$ cat src/logic/eil_pkg.sv
// Shared constants and types of the eight level interrupt unit
package eil_pkg;
  // Timing
  localparam int CLK_MHZ   = 100;
  localparam int MC_CLOCKS = 2;   // system clocks per machine cycle
  localparam int MAX_MC    = 4;   // longest instruction in machine cycles

  // Condition flag layout, bit 2 reserved and reads zero
  localparam int         FLAG_CARRY  = 3;
  localparam int         FLAG_BRANCH = 1;
  localparam int         FLAG_IE     = 0;
  localparam logic [3:0] FLAGS_RESET = 4'h0;
  localparam logic [3:0] FLAGS_MASK  = 4'hB;

  // Interrupt controller
  localparam int          LEVELS      = 8;
  localparam logic [7:0]  PEND_RESET  = 8'h00;
  localparam logic [7:0]  ACT_RESET   = 8'h00;
  localparam logic [11:0] VEC_BASE    = 12'h040;
  localparam logic [11:0] VEC_STEP    = 12'h040;
  localparam logic [11:0] VEC_TOP     = 12'h1E0;
  localparam logic [7:0]  IRQ_OPCODE [LEVELS] = '{8'hC8, 8'hD0, 8'hD8, 8'hE8, 8'hE8, 8'hF0, 8'hF8, 8'hFC};

  // Reset entry
  localparam logic [11:0] BOOT_ADDR   = 12'h008;
  localparam logic [7:0]  BOOT_OPCODE = 8'hC1;

  // Sources: pins p50,p51,p52,p53,p40,p43 and seven peripheral events
  localparam int IO_ADDRS = 16;
  localparam int NUM_PINS = 6;
  localparam int NUM_EVT  = 7;
  localparam int NUM_SRC  = 13;

  typedef enum logic [3:0] {
    CMD_NOP    = 4'h0,
    CMD_ALU    = 4'h1,
    CMD_SET_BC = 4'h2,
    CMD_TOG_B  = 4'h3,
    CMD_FSTORE = 4'h4,
    CMD_DI     = 4'h5,
    CMD_EI     = 4'h6,
    CMD_SLEEP  = 4'h7,
    CMD_IN     = 4'h8,
    CMD_OUT    = 4'h9,
    CMD_SWI    = 4'hA,
    CMD_RTI    = 4'hB,
    CMD_BRANCH = 4'hC
  } eil_cmd_e;

  typedef enum logic [2:0] {
    ALU_ADD = 3'h0,
    ALU_SUB = 3'h1,
    ALU_AND = 3'h2,
    ALU_OR  = 3'h3,
    ALU_XOR = 3'h4,
    ALU_SHL = 3'h5,
    ALU_ROR = 3'h6
  } eil_alu_e;

  typedef enum logic [1:0] {
    ST_BOOT = 2'b00,
    ST_IDLE = 2'b01,
    ST_EXEC = 2'b11,
    ST_ACK  = 2'b10
  } eil_state_e;
endpackage

$ cat src/logic/eil_sync.sv
// Two flip-flop synchroniser for asynchronous pin inputs
module eil_sync #(
  parameter int W = 1
) (
  input  wire logic         core_clk,
  input  wire logic         rstn,
  input  wire logic [W-1:0] asyncIn,
  output logic      [W-1:0] syncOut
);
  logic [W-1:0] meta_ff;
  logic [W-1:0] sync_ff;

  // First stage feeds only the second stage
  always_ff @(posedge core_clk or negedge rstn)
  begin
    if (!rstn)
    begin
      meta_ff <= '0;
      sync_ff <= '0;
    end
    else
    begin
      meta_ff <= asyncIn;
      sync_ff <= meta_ff;
    end
  end

  assign syncOut = sync_ff;
endmodule

$ cat src/logic/eil_prio_enc.sv
// Highest set bit finder for eight level vectors
module eil_prio_enc (
  input  wire logic [7:0] vec,
  output logic            any,
  output logic      [2:0] idx
);
  // Scan upward so the highest level wins
  always_comb
  begin
    any = 1'b0;
    idx = 3'h0;
    for (int i = 0; i < 8; i++)
    begin
      if (vec[i])
      begin
        any = 1'b1;
        idx = 3'(i);
      end
    end
  end
endmodule

$ cat src/logic/eil_core.sv
// Interrupt unit with condition flags, ALU flag effects and instruction sequencing
module eil_core
  import eil_pkg::*;
(
  input  wire logic             core_clk,
  input  wire logic             rstn,
  input  wire logic [NUM_PINS-1:0] portPins,
  input  wire logic [NUM_EVT-1:0]  periphEvt,
  input  wire logic [NUM_SRC-1:0]  srcMask,
  input  wire logic             cmdValid,
  input  wire eil_pkg::eil_cmd_e cmdOp,
  input  wire eil_pkg::eil_alu_e aluOp,
  input  wire logic [1:0]       cmdCycles,
  input  wire logic [3:0]       topOfStack,
  input  wire logic [3:0]       secondOfStack,
  input  wire logic [3:0]       cmdIoAddr,
  input  wire logic [11:0]      cmdTarget,
  input  wire logic [11:0]      retPopData,
  input  wire logic [3:0]       ioRData,
  output logic                  cmdReady,
  output logic [3:0]            conditionFlags,
  output logic [7:0]            pendingLevels,
  output logic [7:0]            activeLevels,
  output logic [3:0]            tosOut,
  output logic                  tosWr,
  output logic                  ioRd,
  output logic                  ioWr,
  output logic [3:0]            ioAddr,
  output logic [3:0]            ioWData,
  output logic                  ioResetMode,
  output logic                  portsInput,
  output logic                  callValid,
  output logic [11:0]           callAddr,
  output logic [7:0]            callOpcode,
  output logic                  retPush,
  output logic [11:0]           retPushData,
  output logic                  retPop,
  output logic                  branchTaken,
  output logic                  fetchReq,
  output logic [11:0]           fetchAddr
);
  eil_state_e  state_ff, nxt_state;
  logic        phase_ff, nxt_phase;
  logic [1:0]  cycLeft_ff, nxt_cycLeft;
  logic        ioCycle_ff, nxt_ioCycle;
  logic [3:0]  flags_ff, nxt_flags;
  logic [7:0]  pend_ff, nxt_pend;
  logic [7:0]  act_ff, nxt_act;
  logic [7:0]  hold_ff, nxt_hold;
  logic [2:0]  ackLvl_ff, nxt_ackLvl;
  logic [11:0] pc_ff, nxt_pc;
  logic [3:0]  tos_ff, nxt_tos;
  logic        tosWr_ff, nxt_tosWr;
  logic        ioRd_ff, nxt_ioRd;
  logic        ioWr_ff, nxt_ioWr;
  logic [3:0]  ioAddr_ff, nxt_ioAddr;
  logic [3:0]  ioWData_ff, nxt_ioWData;
  logic        ioReset_ff;
  logic        callValid_ff, nxt_callValid;
  logic [11:0] callAddr_ff, nxt_callAddr;
  logic [7:0]  callOp_ff, nxt_callOp;
  logic        retPush_ff, nxt_retPush;
  logic [11:0] retData_ff, nxt_retData;
  logic        retPop_ff, nxt_retPop;
  logic        branch_ff, nxt_branch;
  logic        fetch_ff, nxt_fetch;
  logic [1:0]  arm_ff, nxt_arm;
  logic [NUM_PINS-1:0] pinSync;
  logic [NUM_PINS-1:0] pinLast_ff;
  logic [NUM_PINS-1:0] pinEdge;
  logic [NUM_SRC-1:0]  srcLive;
  logic [7:0]  levelReq;
  logic [7:0]  setPend;
  logic [7:0]  clrPend;
  logic        pendAny, actAny;
  logic [2:0]  pendIdx, actIdx;
  logic        mcEnd, irqSig, ackGo, take;
  logic [5:0]  aluRes;

  // Carry, branch and result of one ALU step
  function automatic logic [5:0] aluFn(input eil_alu_e op, input logic [3:0] a, input logic [3:0] b,
                                       input logic cin);
    logic [4:0] s;
    logic [3:0] r;
    s = 5'h00;
    r = 4'h0;
    unique case (op)
      ALU_ADD: s = {1'b0, b} + {1'b0, a};
      ALU_SUB: s = {1'b0, b} - {1'b0, a};
      ALU_AND: r = b & a;
      ALU_OR:  r = b | a;
      ALU_XOR: r = b ^ a;
      ALU_SHL: s = {a, cin};
      ALU_ROR: s = {a[0], cin, a[3:1]};
      default: r = a;
    endcase
    if (op == ALU_ADD || op == ALU_SUB || op == ALU_SHL || op == ALU_ROR)
      return {s[4], s[4], s[3:0]};
    return {cin, (r == 4'h0), r}; // Boolean ops keep carry
  endfunction

  function automatic logic [11:0] vecOf(input logic [2:0] lvl);
    if (lvl == 3'h7)
      return VEC_TOP;
    return VEC_BASE + VEC_STEP * {9'h000, lvl};
  endfunction

  // Pins are asynchronous, peripheral events share this clock
  eil_sync #(.W(NUM_PINS)) uPinSync (
    .core_clk (core_clk),
    .rstn     (rstn),
    .asyncIn  (portPins),
    .syncOut  (pinSync)
  );

  // A pin held high through reset is a level, not an edge: wait until the synchroniser has filled
  assign pinEdge = (pinSync ^ pinLast_ff) & {NUM_PINS{arm_ff == 2'h3}};
  // Order: p52 p53 t1 ser p40 p43 t2 t3c1 t3c2 t3e p50 p51 vm
  assign srcLive = {periphEvt[6], pinEdge[1:0], periphEvt[5:2], pinEdge[5:4], periphEvt[1:0], pinEdge[3:2]}
                   & ~srcMask;
  // Level 0 is software only
  assign levelReq = {srcLive[12], |srcLive[11:10], |srcLive[9:7], srcLive[6], |srcLive[5:3], srcLive[2],
                     |srcLive[1:0], 1'b0};

  eil_prio_enc uPendEnc (
    .vec (pend_ff),
    .any (pendAny),
    .idx (pendIdx)
  );

  eil_prio_enc uActEnc (
    .vec (act_ff),
    .any (actAny),
    .idx (actIdx)
  );

  // Nesting only upward; equal or lower levels wait for return
  assign irqSig   = pendAny && (!actAny || pendIdx > actIdx);
  assign mcEnd    = phase_ff;
  assign ackGo    = (state_ff == ST_IDLE) && mcEnd && flags_ff[FLAG_IE] && irqSig;
  assign cmdReady = (state_ff == ST_IDLE) && mcEnd && !ackGo;
  assign take     = cmdReady && cmdValid;
  assign aluRes   = aluFn(aluOp, topOfStack, secondOfStack, flags_ff[FLAG_CARRY]);

  // Sequencing, flags and interrupt bookkeeping
  always_comb
  begin
    nxt_state     = state_ff;
    nxt_phase     = ~phase_ff;
    nxt_cycLeft   = cycLeft_ff;
    nxt_ioCycle   = ioCycle_ff;
    nxt_flags     = flags_ff;
    nxt_act       = act_ff;
    nxt_ackLvl    = ackLvl_ff;
    nxt_pc        = pc_ff;
    nxt_tos       = tos_ff;
    nxt_tosWr     = 1'b0;
    nxt_ioRd      = 1'b0;
    nxt_ioWr      = 1'b0;
    nxt_ioAddr    = ioAddr_ff;
    nxt_ioWData   = ioWData_ff;
    nxt_callValid = 1'b0;
    nxt_callAddr  = callAddr_ff;
    nxt_callOp    = callOp_ff;
    nxt_retPush   = 1'b0;
    nxt_retData   = retData_ff;
    nxt_retPop    = 1'b0;
    nxt_branch    = 1'b0;
    nxt_fetch     = 1'b0;
    nxt_arm       = (arm_ff == 2'h3) ? arm_ff : arm_ff + 2'h1;
    clrPend       = 8'h00;
    // Requests wait in a hold latch through I/O cycles
    nxt_hold      = hold_ff | levelReq;
    setPend       = 8'h00;
    if (!ioCycle_ff)
    begin
      setPend  = nxt_hold;
      nxt_hold = 8'h00;
    end
    unique case (state_ff)
      ST_BOOT:
        if (mcEnd)
        begin
          nxt_callValid = 1'b1;
          nxt_callAddr  = BOOT_ADDR;
          nxt_callOp    = BOOT_OPCODE;
          nxt_pc        = BOOT_ADDR;
          nxt_state     = ST_IDLE;
        end
      ST_IDLE:
        if (ackGo)
        begin
          nxt_ackLvl  = pendIdx;
          nxt_act     = act_ff | (8'h01 << pendIdx);
          nxt_state   = ST_ACK;
          nxt_ioCycle = 1'b0;
        end
        else if (mcEnd)
        begin
          nxt_ioCycle = 1'b0;
          if (take)
          begin
            nxt_fetch = 1'b1;
            nxt_pc    = pc_ff + 12'h001;
            if (cmdCycles != 2'h0)
            begin
              nxt_state   = ST_EXEC;
              nxt_cycLeft = cmdCycles - 2'h1;
            end
            unique case (cmdOp)
              CMD_ALU:
              begin
                nxt_tos                = aluRes[3:0];
                nxt_tosWr              = 1'b1;
                nxt_flags[FLAG_CARRY]  = aluRes[5];
                nxt_flags[FLAG_BRANCH] = aluRes[4];
              end
              CMD_SET_BC:
              begin
                nxt_flags[FLAG_CARRY]  = 1'b1;
                nxt_flags[FLAG_BRANCH] = 1'b1;
              end
              CMD_TOG_B:  nxt_flags[FLAG_BRANCH] = ~flags_ff[FLAG_BRANCH];
              CMD_FSTORE: nxt_flags = topOfStack & FLAGS_MASK;
              CMD_DI:     nxt_flags[FLAG_IE] = 1'b0;
              CMD_EI:     nxt_flags[FLAG_IE] = 1'b1;
              CMD_SLEEP:  nxt_flags[FLAG_IE] = 1'b1;
              CMD_IN:
              begin
                nxt_ioRd    = 1'b1;
                nxt_ioAddr  = cmdIoAddr;
                nxt_ioCycle = 1'b1;
              end
              CMD_OUT:
              begin
                nxt_ioWr    = 1'b1;
                nxt_ioAddr  = cmdIoAddr;
                nxt_ioWData = topOfStack;
                nxt_ioCycle = 1'b1;
              end
              CMD_SWI:
              begin
                setPend     = setPend | {topOfStack, secondOfStack};
                nxt_ioCycle = 1'b1;
              end
              CMD_RTI:
              begin
                if (actAny)
                begin
                  clrPend = 8'h01 << actIdx;
                  nxt_act = act_ff & ~(8'h01 << actIdx);
                end
                nxt_pc     = retPopData;
                nxt_retPop = 1'b1;
              end
              CMD_BRANCH:
                if (flags_ff[FLAG_BRANCH])
                begin
                  nxt_pc     = cmdTarget;
                  nxt_branch = 1'b1;
                end
              default:
              begin
              end
            endcase
          end
        end
      ST_EXEC:
        if (mcEnd)
        begin
          if (cycLeft_ff == 2'h0)
          begin
            nxt_state   = ST_IDLE;
            nxt_ioCycle = 1'b0;
          end
          else
            nxt_cycLeft = cycLeft_ff - 2'h1;
        end
      ST_ACK:
        if (mcEnd)
        begin
          // Bank register is left to software
          nxt_callValid = 1'b1;
          nxt_callAddr  = vecOf(ackLvl_ff);
          nxt_callOp    = IRQ_OPCODE[ackLvl_ff];
          nxt_retPush   = 1'b1;
          nxt_retData   = pc_ff;
          nxt_pc        = vecOf(ackLvl_ff);
          nxt_state     = ST_IDLE;
        end
    endcase
    // Read data returns the clock after the strobe
    if (ioRd_ff)
    begin
      nxt_tos   = ioRData;
      nxt_tosWr = 1'b1;
    end
    // A new request beats a clear in the same clock
    nxt_pend = (pend_ff & ~clrPend) | setPend;
  end

  // Master reset cannot be masked by any program state
  always_ff @(posedge core_clk or negedge rstn)
  begin
    if (!rstn)
    begin
      state_ff     <= ST_BOOT;
      phase_ff     <= 1'b0;
      cycLeft_ff   <= 2'h0;
      ioCycle_ff   <= 1'b0;
      flags_ff     <= FLAGS_RESET;
      pend_ff      <= PEND_RESET;
      act_ff       <= ACT_RESET;
      hold_ff      <= PEND_RESET;
      ackLvl_ff    <= 3'h0;
      pc_ff        <= 12'h000;
      tos_ff       <= 4'h0;
      tosWr_ff     <= 1'b0;
      ioRd_ff      <= 1'b0;
      ioWr_ff      <= 1'b0;
      ioAddr_ff    <= 4'h0;
      ioWData_ff   <= 4'h0;
      ioReset_ff   <= 1'b1;
      callValid_ff <= 1'b0;
      callAddr_ff  <= 12'h000;
      callOp_ff    <= 8'h00;
      retPush_ff   <= 1'b0;
      retData_ff   <= 12'h000;
      retPop_ff    <= 1'b0;
      branch_ff    <= 1'b0;
      fetch_ff     <= 1'b0;
      pinLast_ff   <= '0;
      arm_ff       <= 2'h0;
    end
    else
    begin
      state_ff     <= nxt_state;
      phase_ff     <= nxt_phase;
      cycLeft_ff   <= nxt_cycLeft;
      ioCycle_ff   <= nxt_ioCycle;
      flags_ff     <= nxt_flags;
      pend_ff      <= nxt_pend;
      act_ff       <= nxt_act;
      hold_ff      <= nxt_hold;
      ackLvl_ff    <= nxt_ackLvl;
      pc_ff        <= nxt_pc;
      tos_ff       <= nxt_tos;
      tosWr_ff     <= nxt_tosWr;
      ioRd_ff      <= nxt_ioRd;
      ioWr_ff      <= nxt_ioWr;
      ioAddr_ff    <= nxt_ioAddr;
      ioWData_ff   <= nxt_ioWData;
      ioReset_ff   <= 1'b0;
      callValid_ff <= nxt_callValid;
      callAddr_ff  <= nxt_callAddr;
      callOp_ff    <= nxt_callOp;
      retPush_ff   <= nxt_retPush;
      retData_ff   <= nxt_retData;
      retPop_ff    <= nxt_retPop;
      branch_ff    <= nxt_branch;
      fetch_ff     <= nxt_fetch;
      pinLast_ff   <= pinSync;
      arm_ff       <= nxt_arm;
    end
  end

  assign conditionFlags = flags_ff;
  assign pendingLevels  = pend_ff;
  assign activeLevels   = act_ff;
  assign tosOut         = tos_ff;
  assign tosWr          = tosWr_ff;
  assign ioRd           = ioRd_ff;
  assign ioWr           = ioWr_ff;
  assign ioAddr         = ioAddr_ff;
  assign ioWData        = ioWData_ff;
  assign ioResetMode    = ioReset_ff;
  assign portsInput     = ioReset_ff;
  assign callValid      = callValid_ff;
  assign callAddr       = callAddr_ff;
  assign callOpcode     = callOp_ff;
  assign retPush        = retPush_ff;
  assign retPushData    = retData_ff;
  assign retPop         = retPop_ff;
  assign branchTaken    = branch_ff;
  assign fetchReq       = fetch_ff;
  assign fetchAddr      = pc_ff;
endmodule

$ cat config.mk
export PLATFORM = sky130hd
export DESIGN_NAME = eil_core
export DESIGN_NICKNAME = d
export VERILOG_FILES = /design/src/logic/eil_pkg.sv /design/src/logic/eil_sync.sv /design/src/logic/eil_prio_enc.sv /design/src/logic/eil_core.sv
export SDC_FILE = /design/constraint.sdc
export NUM_CORES = 1
export LEC_CHECK = 0
export ABC_AREA = 1
export BUFFER_PORTS_ARGS = -buffer_cell sky130_fd_sc_hd__buf_2
export CORE_MARGIN = 2
export CORE_UTILIZATION = 30
export DETAILED_ROUTE_END_ITERATION = 16
export PLACE_DENSITY = 0.58
export SLEW_MARGIN = 5
export SYNTH_ARGS = -nofsm -noshare
export SYNTH_HDL_FRONTEND = slang
export SYNTH_SLANG_ARGS = --single-unit
$ cat constraint.sdc
create_clock -name core_clk -period 3.4 [get_ports core_clk]
set_input_delay 0.34 -clock core_clk [delete_from_list [all_inputs] [get_ports core_clk]]
set_output_delay 0.34 -clock core_clk [all_outputs]
set_load 0.005 [all_outputs]
==> summary.md <==
| Metric | Value |
|---|---|
| Outcome | finished, final reports clean |
| Cell internal pwr | 2.95 mW |
| Min-delay worst type | primary input to async pin |
| Final ANT Viol Nets | 0 |
| Seq cells post-synth | 110 |
| # port buffers | 156 |
| Remaining global-route overflow | 0 |
| # hold bufs at CTS | 0 |
| Initial Util | 30.5% |
| FP Rows | 53 |
| Routability congestion estimate | 0.948 |
| CTS sink count | 110 |
| Final HPWL DP | 13.9 mm |
| Postcts setup bufs | 0 |
| Global-route wire length before repair | 28.6 mm |
| Number of synthesized flops with an enable pin | 0 |
| Core Region | 21000 um^2 |
| Vias in the first global route | 5533 |
| Register area share after synthesis | 43.0% |
| Multi-input combinational cell area | 3100 um^2 |
| Max FO, Critical Path | 20 |
| Gate power share | 42.8% |
| CTS clk-pin slew, worst paths | 0.08 ns |
| Root Buffer | clkbuf_16 |
| Via Count | 5807 |
| Remaining routing DRC violations | 0 |
| Yosys cell types | 52 |
| Max-slew headroom | 48.0% |
| Clock buffer depth | 2 |
| Fin. max-slew vios | 0 |
| Post-Synthesis Cell Area | 6410 um^2 |
| Switching Share | 43.0% |
| Final hold vios | 0 |
| Syn Inst Count | 817 |
| Clk Latency, worst-skew pair | 0.35 ns |
| Avg Cell Area, Syn | 7.84 um^2 |
| Seq pwr share | 37.1% |
| WP data arrival | 2.65 ns |
| DRT iter0 DRCs | 269 |
| CTS buffer count | 9 |
| Yosys top cell by area | dfrtp_1 |
| Final Critical Period | 2.99 ns |
| CTS tree | done |
| DIE AREA | 22500 um^2 |
| Tot Pwr | 5.18 mW |
| Drt via density | 4.65 |
| Drt pass-1 iters | 5 |
| Psw | 2.22 mW |
| Power Dens Cells | 672 nW/um^2 |
| Setup violators final | 0 |
| Area Growth Syn to Fin | 20.3% |
| Die width | 150 um |
| CP Data Required Time | 3.06 ns |
| # diodes | 0 |
| Final wirelength | 18.0 mm |
| Final Net Count | 1073 |
| Synth area leaders | dfrtp_1 (43%), nand2_1 (14%), inv_1 (5.7%), ha_1 (4.7%), o21ai_0 (4.5%) |
| Most frequent cells in the layout | nand2_1 (246), buf_2 (155), dfrtp_1 (109), inv_1 (98), o21ai_0 (57) |
| Warnings, synthesis | 0 |
| Initial antenna violation count | 1 |
| Critical path capture point type | output pin |
| Largest net degree at the start of global routing | 61 |
| Measured slew at the worst slew-check pin | 0.780 ns |
| Most common cell after layout, fill and taps aside | nand2_1 |
| P_leak | 4.08 nW |
| Kind of critical path | register to output pin |
| Die height | 150 um |
| I/O pin count | 165 |
| Final Skew | 0.00974 ns |
| Max-Cap Viols | 0 |
| Top cell type's share of synthesized area | 42.6% |
| Max Freq | 0.334 GHz |
| Dpl cells | 1234 |
| Seq. cell area | 2750 um^2 |
| Setup TNS | 0 ns |
| Total GRT Usage | 16.3% |
| Main synth FF type | dfrtp_1 |
| Tcrit/Tclk final | 88.0% |
| # H-tree levels | 3 |
| Clock power frac | 20.1% |
| Ys async rst share | 100% |
| Wirelength per Cell | 14.4 um |
| RSZ-0062 raised after global routing | false |
| Startpoint types | register |
| FILL cells | 2229 |
| Fin cells | 1250 |
| Layout cells sized above 1 | 23.3% |
| Peak VDD IR | 0.286 mV |
| Post-CTS sizing | 0 |
synthesized netlist by cell type, types with 3 or more instances:
| cell type | instances |
|---|---|
| o22ai_1 | 8 |
| o21bai_1 | 3 |
| or2_2 | 5 |
| o21ai_1 | 3 |
| nand2_4 | 4 |
| buf_6 | 6 |
| inv_2 | 3 |
| clkbuf_1 | 7 |
| nor2_4 | 6 |
| xor2_1 | 6 |
| a22oi_1 | 5 |
| nor2_1 | 53 |
| dfrtp_1 | 109 |
| nor3_1 | 11 |
| a31oi_1 | 6 |
| a21oi_1 | 21 |
| o211ai_1 | 6 |
| nand3_1 | 45 |
| ha_1 | 24 |
| nand2_2 | 10 |
| nand4_1 | 5 |
| o311ai_0 | 8 |
| buf_2 | 3 |
| buf_4 | 12 |
| nand2_1 | 246 |
| inv_1 | 98 |
| o21ai_2 | 12 |
| xnor2_1 | 6 |
| o21ai_0 | 57 |
per-layer routing:
metal / track usage, % / vias up / routed length, um
li1: - / 2940 / -
met3: 3.97 / 22 / 1300
met5: 0 / - / 12
met2: 26.3 / 182 / 7960
met1: 21.8 / 2661 / 8390
met4: 4.62 / 2 / 342
kinds of logic (layout without fill, tap and decap cells):
family                     after synthesis  count (layout)  synth area share [%]
adders and majority gates               25              25                  5.00
DFF                                    110             110                  43.0
and+or+nand+nor                        393             393                  26.7
AOI/OAI and AO/OA                      144             144                  14.2
buffers and inverters                  130             280                  9.08
muxes                                    2               2                 0.332
other                                    1               9                0.0585
xor gates and xnor gates                12              12                  1.64
sequential cells by signal, summed over array words and instances (netlist names), 4 cells and up:
name and count:
retPushData 12, uPinSync.syncOut 6, ioWData 4, uPinSync.meta_ff 6, pinLast_ff 6, activeLevels 8
ioAddr 4, hold_ff 7, pendingLevels 8, tosOut 4, fetchAddr 12, callAddr 6
callOpcode 4
final timing paths:
check | start | endpoint | slack, ns | cells after the start
max | activeLevels[2]$_DFFE_PN0P_ | cmdReady | 0.41 | 13
max reg2reg | activeLevels[2]$_DFFE_PN0P_ | fetchAddr[7]$_DFFE_PN0P_ | 0.44 | 15
min | rstn | callOpcode[6]$_DFFE_PN0P_ | 0.06 | 1
min in group core_clk | portPins[2] | uPinSync.meta_ff[2]$_DFF_PN0_ | 0.09 | 1
max in group asynchronous | rstn | activeLevels[4]$_DFFE_PN0P_ | 2.58 | 2
min reg2reg | uPinSync.meta_ff[4]$_DFF_PN0_ | uPinSync.syncOut[4]$_DFF_PN0_ | 0.35 | 0
critical path, cell delays in order, from the launching register on:
cell and delay [ns]:
dfrtp_1 0.39, inv_1 0.08, a21oi_1 0.16, o21bai_1 0.09
a21oi_1 0.22, inv_1 0.12, ha_1 0.29, nand4_1 0.09
nand2_1 0.09, nand2_2 0.07, nand2_4 0.21, inv_2 0.16
nor2_1 0.15, buf_2 0.16
stage by stage:
stage	cell area [um^2]	setup slack (ns)	utilization (%)	hold slack, ns
floorplan	6440	1.16	-	0.0444
global placement	7420	0.520	35.3	0.333
detailed placement	7420	0.471	35.3	0.336
CTS	7710	0.401	36.7	0.0741
global route	7710	0.111	36.7	0.0671
finish	7710	0.408	36.7	0.0621
layout make-up:
| type | instances | area share (%) |
|---|---|---|
| clock buffer | 10 | 2.97 |
| sequential | 110 | 35.7 |
| timing repair buffer | 162 | 10.9 |
| clock inverter | 6 | 0.714 |
| tap | 275 | 4.46 |
| inverter | 102 | 4.97 |
| multi-input combinational | 585 | 40.2 |
power by group through the flow:
stage	Clock [mW]	Sequential [mW]	Combinational (mW)
after floorplan	0	1.91	1.55
after global placement	0	1.95	2.20
after detailed placement	0	1.94	2.23
after CTS	1.08	1.92	2.24
after global routing	1.13	1.97	2.53
final	1.04	1.92	2.22
Note: power is estimated with default switching activity, not from simulation.
